$ cat src/oaps_regs.svh
// Constants for the operand access phase scheduler: opcode fields and cycle counts.
// Assumes a single core clock; included by the package users by bare name.
`ifndef OAPS_REGS_SVH
`define OAPS_REGS_SVH
`define OAPS_OP3_HI        31
`define OAPS_OP3_LO        29
`define OAPS_OP3_CODE      3'h1
`define OAPS_PAR_HI        31
`define OAPS_PAR_LO        30
`define OAPS_PST_CODE      2'h3
`define OAPS_PMA_CODE      2'h2
`define OAPS_MAJOR_NS      60
`define OAPS_MINOR_NS      30
`define OAPS_CLK_NS        50
`define OAPS_MINOR_CYC     ((`OAPS_MINOR_NS + `OAPS_CLK_NS - 1) / `OAPS_CLK_NS)
`define OAPS_STORE_CYC     2
`define OAPS_DUMMY_CYC     2
`define OAPS_WORD_W        32
`define OAPS_ADDR_W        24
`endif

$ cat src/oaps_pkg.sv
// Types for the operand access phase scheduler.
// Assumes nothing of its surroundings.
package oaps_pkg;
  typedef enum logic [3:0] {
    OAPS_CLS_NONE = 4'h1,
    OAPS_CLS_TRI  = 4'h2,
    OAPS_CLS_PST  = 4'h4,
    OAPS_CLS_PMA  = 4'h8
  } oaps_cls_t;
  typedef enum logic [5:0] {
    OAPS_ST_IDLE  = 6'h01,
    OAPS_ST_CYC1  = 6'h02,
    OAPS_ST_CYC2  = 6'h04,
    OAPS_ST_HOLD  = 6'h08,
    OAPS_ST_DUMMY = 6'h10,
    OAPS_ST_REAL  = 6'h20
  } oaps_state_t;
endpackage

$ cat src/oaps_phase_gen.sv
// Minor phase generator: splits each major cycle into first and second half.
// Assumes one clock and a synchronised active-low reset.
`timescale 1ns/1ns
`include "oaps_regs.svh"
module oaps_phase_gen (
  input  wire logic core_clk,
  input  wire logic rst_sync_b,
  output logic      first_half_q,
  output logic      second_half_q,
  output logic      major_start
);
  logic [3:0] cnt_q;
  always_ff @(posedge core_clk or negedge rst_sync_b) begin
    if (!rst_sync_b) begin
      cnt_q         <= 4'h0;
      first_half_q  <= 1'b1;
      second_half_q <= 1'b0;
    end else if (cnt_q == 4'(`OAPS_MINOR_CYC - 1)) begin
      cnt_q         <= 4'h0;
      first_half_q  <= ~first_half_q;
      second_half_q <= first_half_q;
    end else begin
      cnt_q <= cnt_q + 4'h1;
    end
  end
  assign major_start = second_half_q && (cnt_q == 4'(`OAPS_MINOR_CYC - 1));
endmodule

$ cat src/oaps_sched.sv
// Operand access phase scheduler top: decodes the instruction class, sorts
// operands into internal or external, and paces reads and stores per phase.
// Assumes operand addresses and the external-store history come from the core.
// Operation
// - Top bits 001 mean three-operand read
// - Single internal source read in second half
// - Single external source spans whole cycle
// - Both internal: first then second half
// - Internal first, external second: one cycle
// - External first, internal second: two cycles
// - Both external: two cycles, one each
// - Dummy second read after external store
// - External read waits for store finish; the code holds only a three-operand read whose second source is external
// - Store two, dummy two, real one
// - Top bits 11 mean parallel store
// - Store second destination in second half
// - Reads in read stage, stores execute
// - Both stores internal: one cycle
// - External first store, internal second store
// - Internal first, external second: two bus
// - Both stores external: four bus cycles
// - Top bits 10 mean multiply-and-add
// - Both internal: third then fourth
// - Internal third, external fourth: one cycle
// - External third: fourth first, two cycles
// - Both external: third then fourth
// - Major cycle split into two halves
// - Fetch first half unless store pending
`timescale 1ns/1ns
`include "oaps_regs.svh"
module oaps_sched (
  input  wire logic                     core_clk,
  input  wire logic                     rst_b,
  input  wire logic                     instr_valid,
  input  wire logic [`OAPS_WORD_W-1:0]  instr_word,
  input  wire logic                     src_a_mem,
  input  wire logic                     src_b_mem,
  input  wire logic [`OAPS_ADDR_W-1:0]  addr_a,
  input  wire logic [`OAPS_ADDR_W-1:0]  addr_b,
  input  wire logic [`OAPS_ADDR_W-1:0]  int_base,
  input  wire logic [`OAPS_ADDR_W-1:0]  int_limit,
  input  wire logic                     store_ext_prev,
  output logic                          instr_ready_q,
  output logic                          stall_q,
  output logic                          first_half_q,
  output logic                          second_half_q,
  output logic                          int_rd_a_q,
  output logic                          int_rd_b_q,
  output logic                          int_wr_a_q,
  output logic                          int_wr_b_q,
  output logic                          ext_addr_a_q,
  output logic                          ext_addr_b_q,
  output logic                          ext_latch_q,
  output logic                          ext_wr_q,
  output logic                          ext_dummy_q,
  output logic                          fetch_first_q,
  output logic                          port_load_q
);
  // ****************************************************************
  // Reset release
  // ****************************************************************
  logic rst_meta_q;
  logic rst_sync_q;
  always_ff @(posedge core_clk or negedge rst_b) begin
    if (!rst_b) begin
      rst_meta_q <= 1'b0;
      rst_sync_q <= 1'b0;
    end else begin
      rst_meta_q <= 1'b1;
      rst_sync_q <= rst_meta_q;
    end
  end

  // ****************************************************************
  // Phases
  // ****************************************************************
  logic fh;
  logic sh;
  logic major_start;
  oaps_phase_gen i_oaps_phase_gen (
    .core_clk      (core_clk),
    .rst_sync_b    (rst_sync_q),
    .first_half_q  (fh),
    .second_half_q (sh),
    .major_start   (major_start)
  );
  always_ff @(posedge core_clk or negedge rst_sync_q) begin
    if (!rst_sync_q) begin
      first_half_q  <= 1'b0;
      second_half_q <= 1'b0;
    end else begin
      first_half_q  <= fh;
      second_half_q <= sh;
    end
  end

  // ****************************************************************
  // Decode
  // ****************************************************************
  oaps_pkg::oaps_cls_t cls;
  logic a_ext;
  logic b_ext;
  logic a_in_mem;
  logic b_in_mem;
  always_comb begin
    cls = oaps_pkg::OAPS_CLS_NONE;
    if (instr_word[`OAPS_OP3_HI:`OAPS_OP3_LO] == `OAPS_OP3_CODE) begin
      cls = oaps_pkg::OAPS_CLS_TRI;
    end else if (instr_word[`OAPS_PAR_HI:`OAPS_PAR_LO] == `OAPS_PST_CODE) begin
      cls = oaps_pkg::OAPS_CLS_PST;
    end else if (instr_word[`OAPS_PAR_HI:`OAPS_PAR_LO] == `OAPS_PMA_CODE) begin
      cls = oaps_pkg::OAPS_CLS_PMA;
    end
  end
  // Parallel forms always carry both operands in memory.
  assign a_in_mem = (cls == oaps_pkg::OAPS_CLS_TRI) ? src_a_mem : 1'b1;
  assign b_in_mem = (cls == oaps_pkg::OAPS_CLS_TRI) ? src_b_mem : 1'b1;
  assign a_ext = a_in_mem && ((addr_a < int_base) || (addr_a > int_limit));
  assign b_ext = b_in_mem && ((addr_b < int_base) || (addr_b > int_limit));

  // ****************************************************************
  // Sequencer
  // ****************************************************************
  oaps_pkg::oaps_state_t st_q;
  oaps_pkg::oaps_cls_t   cls_q;
  logic                  a_ext_q;
  logic                  b_ext_q;
  logic                  a_mem_q;
  logic                  b_mem_q;
  logic [1:0]            cnt_q;
  logic                  take;
  logic                  tri_rd;
  assign tri_rd = a_in_mem || b_in_mem;
  assign take   = instr_valid && instr_ready_q && major_start;

  always_ff @(posedge core_clk or negedge rst_sync_q) begin
    if (!rst_sync_q) begin
      st_q    <= oaps_pkg::OAPS_ST_IDLE;
      cls_q   <= oaps_pkg::OAPS_CLS_NONE;
      a_ext_q <= 1'b0;
      b_ext_q <= 1'b0;
      a_mem_q <= 1'b0;
      b_mem_q <= 1'b0;
      cnt_q   <= 2'h0;
    end else begin
      unique case (st_q)
        oaps_pkg::OAPS_ST_IDLE: begin
          if (take && (cls != oaps_pkg::OAPS_CLS_NONE)
              && (cls != oaps_pkg::OAPS_CLS_TRI || tri_rd)) begin
            cls_q   <= cls;
            a_ext_q <= a_ext;
            b_ext_q <= b_ext;
            a_mem_q <= a_in_mem;
            b_mem_q <= b_in_mem;
            if (cls == oaps_pkg::OAPS_CLS_TRI && b_ext && store_ext_prev) begin
              st_q  <= oaps_pkg::OAPS_ST_HOLD;
              cnt_q <= 2'(`OAPS_STORE_CYC - 1);
            end else begin
              st_q <= oaps_pkg::OAPS_ST_CYC1;
            end
          end
        end
        oaps_pkg::OAPS_ST_CYC1: begin
          if (major_start) begin
            if (a_ext_q && (b_ext_q || b_mem_q) && a_mem_q && b_mem_q
                && cls_q != oaps_pkg::OAPS_CLS_PST) begin
              st_q <= oaps_pkg::OAPS_ST_CYC2;
            end else begin
              st_q <= oaps_pkg::OAPS_ST_IDLE;
            end
          end
        end
        oaps_pkg::OAPS_ST_CYC2: begin
          if (major_start) begin
            st_q <= oaps_pkg::OAPS_ST_IDLE;
          end
        end
        oaps_pkg::OAPS_ST_HOLD: begin
          if (major_start) begin
            if (cnt_q == 2'h0) begin
              st_q  <= oaps_pkg::OAPS_ST_DUMMY;
              cnt_q <= 2'(`OAPS_DUMMY_CYC - 1);
            end else begin
              cnt_q <= cnt_q - 2'h1;
            end
          end
        end
        oaps_pkg::OAPS_ST_DUMMY: begin
          if (major_start) begin
            if (cnt_q == 2'h0) begin
              st_q <= oaps_pkg::OAPS_ST_REAL;
            end else begin
              cnt_q <= cnt_q - 2'h1;
            end
          end
        end
        oaps_pkg::OAPS_ST_REAL: begin
          if (major_start) begin
            st_q <= a_ext_q ? oaps_pkg::OAPS_ST_CYC2 : oaps_pkg::OAPS_ST_IDLE;
          end
        end
      endcase
    end
  end

  // ****************************************************************
  // Strobes per phase
  // ****************************************************************
  logic c1;
  logic c2;
  logic tri_c;
  logic pst_c;
  logic pma_c;
  logic two_int;
  assign c1    = (st_q == oaps_pkg::OAPS_ST_CYC1) || (st_q == oaps_pkg::OAPS_ST_REAL);
  assign c2    = (st_q == oaps_pkg::OAPS_ST_CYC2);
  assign tri_c = (cls_q == oaps_pkg::OAPS_CLS_TRI);
  assign pst_c = (cls_q == oaps_pkg::OAPS_CLS_PST);
  assign pma_c = (cls_q == oaps_pkg::OAPS_CLS_PMA);
  assign two_int = a_mem_q && b_mem_q && !a_ext_q && !b_ext_q;

  always_ff @(posedge core_clk or negedge rst_sync_q) begin
    if (!rst_sync_q) begin
      int_rd_a_q   <= 1'b0;
      int_rd_b_q   <= 1'b0;
      ext_addr_a_q <= 1'b0;
      ext_addr_b_q <= 1'b0;
      ext_latch_q  <= 1'b0;
      ext_dummy_q  <= 1'b0;
    end else begin
      int_rd_a_q   <= 1'b0;
      int_rd_b_q   <= 1'b0;
      ext_addr_a_q <= 1'b0;
      ext_addr_b_q <= 1'b0;
      ext_latch_q  <= 1'b0;
      ext_dummy_q  <= (st_q == oaps_pkg::OAPS_ST_DUMMY);
      if ((tri_c || pma_c) && c1) begin
        if (a_mem_q != b_mem_q) begin
          int_rd_a_q <= a_mem_q && !a_ext_q && sh;
          int_rd_b_q <= b_mem_q && !b_ext_q && sh;
          ext_addr_a_q <= a_ext_q;
          ext_addr_b_q <= b_ext_q;
          ext_latch_q  <= (a_ext_q || b_ext_q) && major_start;
        end else if (two_int) begin
          int_rd_a_q <= fh;
          int_rd_b_q <= sh;
        end else if (!a_ext_q && b_ext_q) begin
          int_rd_a_q   <= fh;
          ext_addr_b_q <= 1'b1;
          ext_latch_q  <= major_start;
        end else if (a_ext_q && !b_ext_q && tri_c) begin
          ext_addr_a_q <= 1'b1;
          ext_latch_q  <= major_start;
        end else if (a_ext_q && !b_ext_q) begin
          int_rd_b_q <= sh;
        end else begin
          ext_addr_a_q <= 1'b1;
          ext_latch_q  <= major_start;
        end
      end else if ((tri_c || pma_c) && c2) begin
        if (!b_ext_q) begin
          // Three-operand: internal source finishes after the external word landed; multiply-and-add latches its external third here.
          int_rd_b_q   <= tri_c ? sh : 1'b0;
          ext_addr_a_q <= pma_c;
          ext_latch_q  <= pma_c && major_start;
        end else begin
          ext_addr_b_q <= 1'b1;
          ext_latch_q  <= major_start;
        end
      end else if (pst_c && c1) begin
        int_rd_a_q   <= !a_ext_q && sh;
        ext_addr_a_q <= a_ext_q;
        ext_latch_q  <= a_ext_q && major_start;
      end
    end
  end

  // ****************************************************************
  // Stores
  // ****************************************************************
  // Bus cycles left after cycle one: one for the first destination, two for the
  // second, since its port handoff pushes the bus store into the next cycle.
  logic [1:0] wr_left_q;
  always_ff @(posedge core_clk or negedge rst_sync_q) begin
    if (!rst_sync_q) begin
      int_wr_a_q  <= 1'b0;
      int_wr_b_q  <= 1'b0;
      ext_wr_q    <= 1'b0;
      port_load_q <= 1'b0;
      wr_left_q   <= 2'h0;
    end else begin
      int_wr_a_q  <= 1'b0;
      int_wr_b_q  <= 1'b0;
      port_load_q <= 1'b0;
      if (major_start && wr_left_q != 2'h0) begin
        wr_left_q <= wr_left_q - 2'h1;
      end
      ext_wr_q <= (wr_left_q != 2'h0) || (pst_c && c1 && a_ext_q);
      if (pst_c && c1) begin
        int_wr_a_q <= !a_ext_q && fh;
        int_wr_b_q <= !b_ext_q && sh;
        if (major_start) begin
          wr_left_q <= {b_ext_q, a_ext_q};
        end
        port_load_q <= (a_ext_q && fh) || (b_ext_q && sh);
      end
    end
  end

  // ****************************************************************
  // Fetch placement and stall
  // ****************************************************************
  always_ff @(posedge core_clk or negedge rst_sync_q) begin
    if (!rst_sync_q) begin
      fetch_first_q <= 1'b1;
      stall_q       <= 1'b0;
      instr_ready_q <= 1'b0;
    end else begin
      fetch_first_q <= !(pst_c && c1 && (a_ext_q != b_ext_q || !two_int));
      stall_q       <= (st_q == oaps_pkg::OAPS_ST_CYC2)
                    || (st_q == oaps_pkg::OAPS_ST_HOLD)
                    || (st_q == oaps_pkg::OAPS_ST_DUMMY);
      instr_ready_q <= (st_q == oaps_pkg::OAPS_ST_IDLE);
    end
  end
endmodule

$ cat config.mk
export PLATFORM = sky130hd
export DESIGN_NAME = oaps_sched
export DESIGN_NICKNAME = d
export VERILOG_FILES = /design/src/oaps_pkg.sv /design/src/oaps_phase_gen.sv /design/src/oaps_sched.sv
export VERILOG_INCLUDE_DIRS = /design/src
export SDC_FILE = /design/constraint.sdc
export NUM_CORES = 1
export LEC_CHECK = 0
export BUFFER_PORTS_ARGS = -buffer_cell sky130_fd_sc_hd__buf_2
export CAP_MARGIN = 10
export CORE_MARGIN = 1
export CORE_UTILIZATION = 35
export DETAILED_ROUTE_END_ITERATION = 8
export PLACE_DENSITY = 0.7
export SLEW_MARGIN = 30
export SYNTH_ARGS = -nofsm -noshare
export SYNTH_HDL_FRONTEND = slang
export SYNTH_SLANG_ARGS = --single-unit
$ cat constraint.sdc
create_clock -name core_clk -period 2.01 [get_ports core_clk]
set_input_delay 0 -clock core_clk [delete_from_list [all_inputs] [get_ports core_clk]]
set_output_delay 0 -clock core_clk [all_outputs]
set_load 0.1 [all_outputs]
## Yosys cells after proc, flatten, opt, wreduce, memory -nomap -nowiden

Cells that the tools add are included.

| cells by class | value |
|---|---|
| add/subtract/negate cells | 3 |
| $lt $le $gt $ge | 4 |
| equal/unequal tests | 28 |
| mux-type cells | 70 |
| bitwise logic cells | 1 |
| reductions and logical operators | 61 |

Operators with widths:

| kind | count |
|---|---|
| $gt 24x24->1 | 2 |
| $lt 24x24->1 | 2 |
| $mux 6 | 8 |
| $mux 1 | 44 |
| $logic_and 1x1->1 | 37 |
| $pmux 6 s6 | 1 |
| $mux 4 | 5 |
| $ne 2x2->1 const B | 10 |
| $mux 2 | 9 |
| $logic_or 1x1->1 | 13 |
| $eq 4x2->1 const B | 2 |
| $reduce_and 8->1 | 1 |
| $eq 6x1->1 const B | 1 |
| $eq 6x2->1 const B | 1 |
| $eq 6x3->1 const B | 1 |
| $eq 6x4->1 const B | 1 |
| $eq 6x5->1 const B | 1 |
| $eq 6x6->1 const B | 1 |
| $mux 3 | 2 |
| $pmux 2 s3 | 1 |
| $reduce_and 6->1 | 1 |
| $add 4x1->4 const B | 1 |
| $eq 2x2->1 const B | 2 |
| $eq 4x3->1 const B | 1 |
| other kinds (14) | 19 |

| word-level totals | value |
|---|---|
| flip-flop bits (word level) | 41 |
| input port bits | 134 |
| output and inout port bits | 15 |
| word-level logic and storage cells | 195 |

## Depth between registers and ports, before layout

| depth | value |
|---|---|
| word-level depth | 12 |
| depth in mapped cells | 9 |
| mapped depth without buffers | 9 |

## Hierarchy

From an unflattened synthesis, not the netlist that was laid out.

| second synthesis, totals | value |
|---|---|
| cells, all modules | 487 |
| area, all modules | 4,244.1 µm² |

By module, submodules not included:

| module | instances | cells an instance | area each (µm²) | seq. area each (µm²) |
|---|---|---|---|---|
| oaps_sched | 1 | 466 | 3,968.8 | 879.6 |
| oaps_phase_gen | 1 | 21 | 275.3 | 151.4 |

## Worst setup path before layout

Ideal clock, no wire load.

| timing path | value |
|---|---|
| path kind | input to register |
| start point | in int_limit[2] |
| end point | reg cnt_q[0] |
| setup time | 125 ps |
| data arrival time | 2,265 ps |
| required time | 1,885 ps |
| slack | -380 ps |
| stages on the path | 9 |
| path buffers | 0 |
| cell sequence | inv_1 -> ha_1 -> a21o_1 -> a221o_1 -> a221o_1 -> a2111o_1 -> a32o_2 -> a22oi_4 -> mux2_4 |

| between the ends | value |
|---|---|
| longest elaborated chain between the ends | 7 |

Ends and longest elaborated chain:

| element | line | source |
|---|---|---|
| start, declared | oaps_sched.sv:41 | `` input wire logic [`OAPS_ADDR_W-1:0] int_limit, `` |
| $gt 24x24->1 | oaps_sched.sv:119 | `assign b_ext = b_in_mem && ((addr_b < int_base) \|\| (addr_b > int_limit));` |
| $logic_or 1x1->1 | oaps_sched.sv:119 |  |
| $logic_and 1x1->1 | oaps_sched.sv:119 |  |
| $logic_and 1x1->1 (2 in a row) | oaps_sched.sv:155 | `if (cls == oaps_pkg::OAPS_CLS_TRI && b_ext && store_ext_prev) begin` |
| $ne 2x2->1 (no line) | n/a |  |
| $reduce_and 6->1 (no line) | n/a |  |
| end signal, assigned | oaps_sched.sv:157 | `` cnt_q <= 2'(`OAPS_STORE_CYC - 1); `` |
| end signal, assigned | oaps_sched.sv:182 | `` cnt_q <= 2'(`OAPS_DUMMY_CYC - 1); `` |
| end signal, assigned | oaps_sched.sv:184 | `cnt_q <= cnt_q - 2'h1;` |
| end, declared | oaps_sched.sv:130 | `logic [1:0] cnt_q;` |

Every way passes these cells.
A chain may end at the register's enable or synchronous reset.

## Worst setup path in the final report

| timing path | value |
|---|---|
| start point | reg st_q[0] |
| end point | reg st_q[4] |

| between the ends | value |
|---|---|
| longest elaborated chain between the ends | 3 |
| elaborated cells between the ends (all ways) | 16 |
| classes of those cells | 14 x eq/ne; 1 x mux; 1 x reduce/logical |

Ends and longest elaborated chain:

| element | line | source |
|---|---|---|
| start, declared | oaps_sched.sv:124 | `oaps_pkg::oaps_state_t st_q;` |
| start signal, assigned | oaps_sched.sv:138 | `st_q <= oaps_pkg::OAPS_ST_IDLE;` |
| start signal, assigned | oaps_sched.sv:156 | `st_q <= oaps_pkg::OAPS_ST_HOLD;` |
| start signal, assigned | oaps_sched.sv:159 | `st_q <= oaps_pkg::OAPS_ST_CYC1;` |
| $eq 6x5->1 (tied with other cells) | oaps_sched.sv:146 | `unique case (st_q)` |
| $ne 2x2->1 (no line) | n/a |  |
| $reduce_and 8->1 (no line) | n/a |  |

Parallel ways exist; a longest one is shown, timed or not.

==> impl_metrics.yaml <==
timing:
  finalCritPeriodShare: 1.11
  slew_viol_final: 0
  rsz0062_at_grt: "yes"
  finalHoldViolations: 0
  setup_ws_ps: -213
  maxSlewHeadroom: 0.655
  tightest_slew_ps: 513
  finalSetupViolations: 11
  clock.fmax_ghz: 0.450
  min_period_ps: 2220
  skew_ps: 4.41
yosys:
  synth-edff-count: 0
  synth.area.top_cells: "ha_1, dfrtp_1, inv_1, a21oi_1, nand2_1"
  avgSynthCellArea_um2: 8.74
  synth_fp_nets: 717
  synth_seq_cells: 41
  synth_top_area_share: 0.307
  synthArstFlopShare: 1.00
  yosys.area.top_type: "ha_1"
  ys_warn_count: 0
  synth_area_um2: 4200
  ys.flop_type: "dfrtp_1"
  ys_seq_area_frac: 0.246
  syn_inst: 480
  synth_cell_types: 60
critical_path:
  arrival_ps: 2390
  r2r_slack_ps: -210
  endpoint_kind: "flop"
  worstSetupPathType: "flop to flop"
  reg2reg_to: "st_q[4]"
  cp.required_ps: 2180
  worstReg2RegStart: "st_q[0]"
  cp_max_fo: 3
  start_kind: "flop"
  r2r_cells: 7
die:
  start_util: 0.363
  rows: 39
  dieArea_um2: 12400
  io_pins: 149
  die_x_um: 112
  die_h_um: 112
  core_um2: 11600
status:
  violations: "design-rule violations, negative setup slack"
  status: "complete, but fails checks"
detailed_routing:
  dr.pass1.iters: 6
  antenna_left: 0
  drc_errors: 8
  drt_iter0_drc: 120
  wirelength_mm: 12.3
  vias: 4361
  wl_per_cell_um: 14.5
  viasPerCell: 5.14
global_route:
  grt_util_all_layers: 0.195
  grt-ovfl-total: 0
  antenna_found_initial: 0
  grt_max_degree: 40
  grt_first_pass_wirelength_mm: 20.0
  grt_pass1_vias: 4658
min_path:
  min_to: "cls_q[3]"
  hold-path-cell-count: 3
  hold_class: "input pin to flop"
  min_from: "instr_word[31]"
clocking:
  clkTransAtPathRegs_ps: 60
  cts_made_buffers: 5
  clock-sinks: 41
  clockRootBuffer: "clkbuf_16"
  h-tree-depth: 2
  clk_latency_ps: 280
  cts_tree: "done"
  cts.path.max_buffers: 2
power_and_ir_drop:
  p_leak_nw: 3.39
  power.total_mw: 4.05
  peakVddDrop_uv: 471
  powerDensity_nw_per_um2: 656
layout:
  fin_nets: 942
  area_growth_pct: 47.2
  diodes: 0
  layout-drive-gt1-share: 0.397
  nFillCells: 1049
placed_design:
  gp_congestion: 0.889
  dp_hpwl_mm: 10.4
  post-place-ws_ps: -400
  port_buffers: 119
job:
  drv_cap: 0
## metal layers
layer / vias up / GRT usage / wire, um
li1: 2197 / - / -
met1: 2030 / 0.207 / 4940
met2: 104 / 0.385 / 6560
met3: 30 / 0.0365 / 523
met4: 0 / 0.0586 / 276
met5: - / 0 / 0
## state kept, by name, indices dropped and copies added (netlist names), 2 cells and up, named ones only
| register | count |
|---|---|
| cls_q | 4 |
| i_oaps_phase_gen.cnt_q | 4 |
| st_q | 6 |
| cnt_q | 2 |
## cell families after synthesis
group / synth area share
and+or+nand+nor: 0.180
DFF: 0.246
xor gates and xnor gates: 0.00417
buffers and inverters: 0.0590
other: 0.000894
AOI/OAI and AO/OA: 0.184
muxes: 0.0191
adders and majority gates: 0.307
## area by class of cell
cell class	count	area (um2)	area share
timing repair buffer	221	1410	0.228
sequential	41	1030	0.167
multi-input combinational	373	3140	0.509
clock inverter	3	46.3	0.00749
inverter	63	244	0.0395
tap	143	179	0.0290
clock buffer	5	125	0.0203
## cell usage in the layout, fill, tap and decap left out, types with 4 or more instances in the layout
master,n
buf_2,118
ha_1,100
buf_4,90
inv_1,59
dfrtp_1,37
a21oi_1,34
nand2_1,33
nor2_1,24
o21ai_0,15
a21o_1,15
nand3_1,13
nand4_1,11
nand2b_1,10
buf_6,10
nor2b_1,6
nor4_1,5
o21a_1,5
clkbuf_16,5
a21oi_2,4
and3_1,4
nor3_1,4
dfstp_2,4
## worst max-delay path: stages, from the launching register on
cell and delay, ps:
dfstp_2 370, or4_4 540, or3b_4 400, and2_4 190, nor2_4 110, nor2_2 40
o21ai_2 150, mux2_4 310
## how the worst max path moves through the flow
stage	from	to	cells past startpoint	slack [ps]
6_report	st_q[0]	st_q[4]	7	-210
5_1_grt	st_q[0]	st_q[4]	7	-270
4_1_cts	st_q[0]	st_q[4]	7	-210
3_5_place_dp	int_limit[2]	cnt_q[0]	10	-400
3_3_place_gp	int_limit[3]	cnt_q[0]	10	-340
2_1_floorplan	st_q[1]	st_q[4]	7	-280
## per-stage QoR
step | cell area (um2) | instances | utilization | hold slack [ps] | setup TNS, ps
final | 6180 | 849 | 0.534 | 8.51 | -1340
after global routing | 6180 | 849 | 0.534 | 27.1 | -2330
after CTS | 6010 | 844 | 0.519 | 9.63 | -1140
after detailed placement | 5690 | 827 | 0.492 | -215 | -2810
after global placement | 5690 | 827 | 0.492 | -216 | -1970
after floorplan | 4260 | 480 | - | -296 | -588
## Yosys cell counts (7+ instances only)
cell and count:
dfrtp_1 37, nor3_1 8, a21oi_1 38, nand3_1 14, nand2b_1 11, nor2_1 29, nor4_1 7, nand2_1 34
nand4_1 11, o21ai_0 17, a21o_1 15, inv_1 63, ha_1 103
## what timing repair did
item / in CTS / in global routing
gates cloned: 0 / 0
resized for setup: 18 / 32
setup endpoints to repair: 12 / 21
hold endpoints to repair: 3 / 0
pin swaps: 7 / 12
buffers inserted: 7 / 5
hold buffers: 3 / 0
## report_power, final
| group | total, mW | switching [mW] | internal (mW) |
|---|---|---|---|
| clock network | 0.908 | 0.321 | 0.587 |
| registers | 1.08 | 0.120 | 0.962 |
| logic | 2.06 | 1.15 | 0.914 |
No activity file was read; power rests on OpenSTA's default activity.
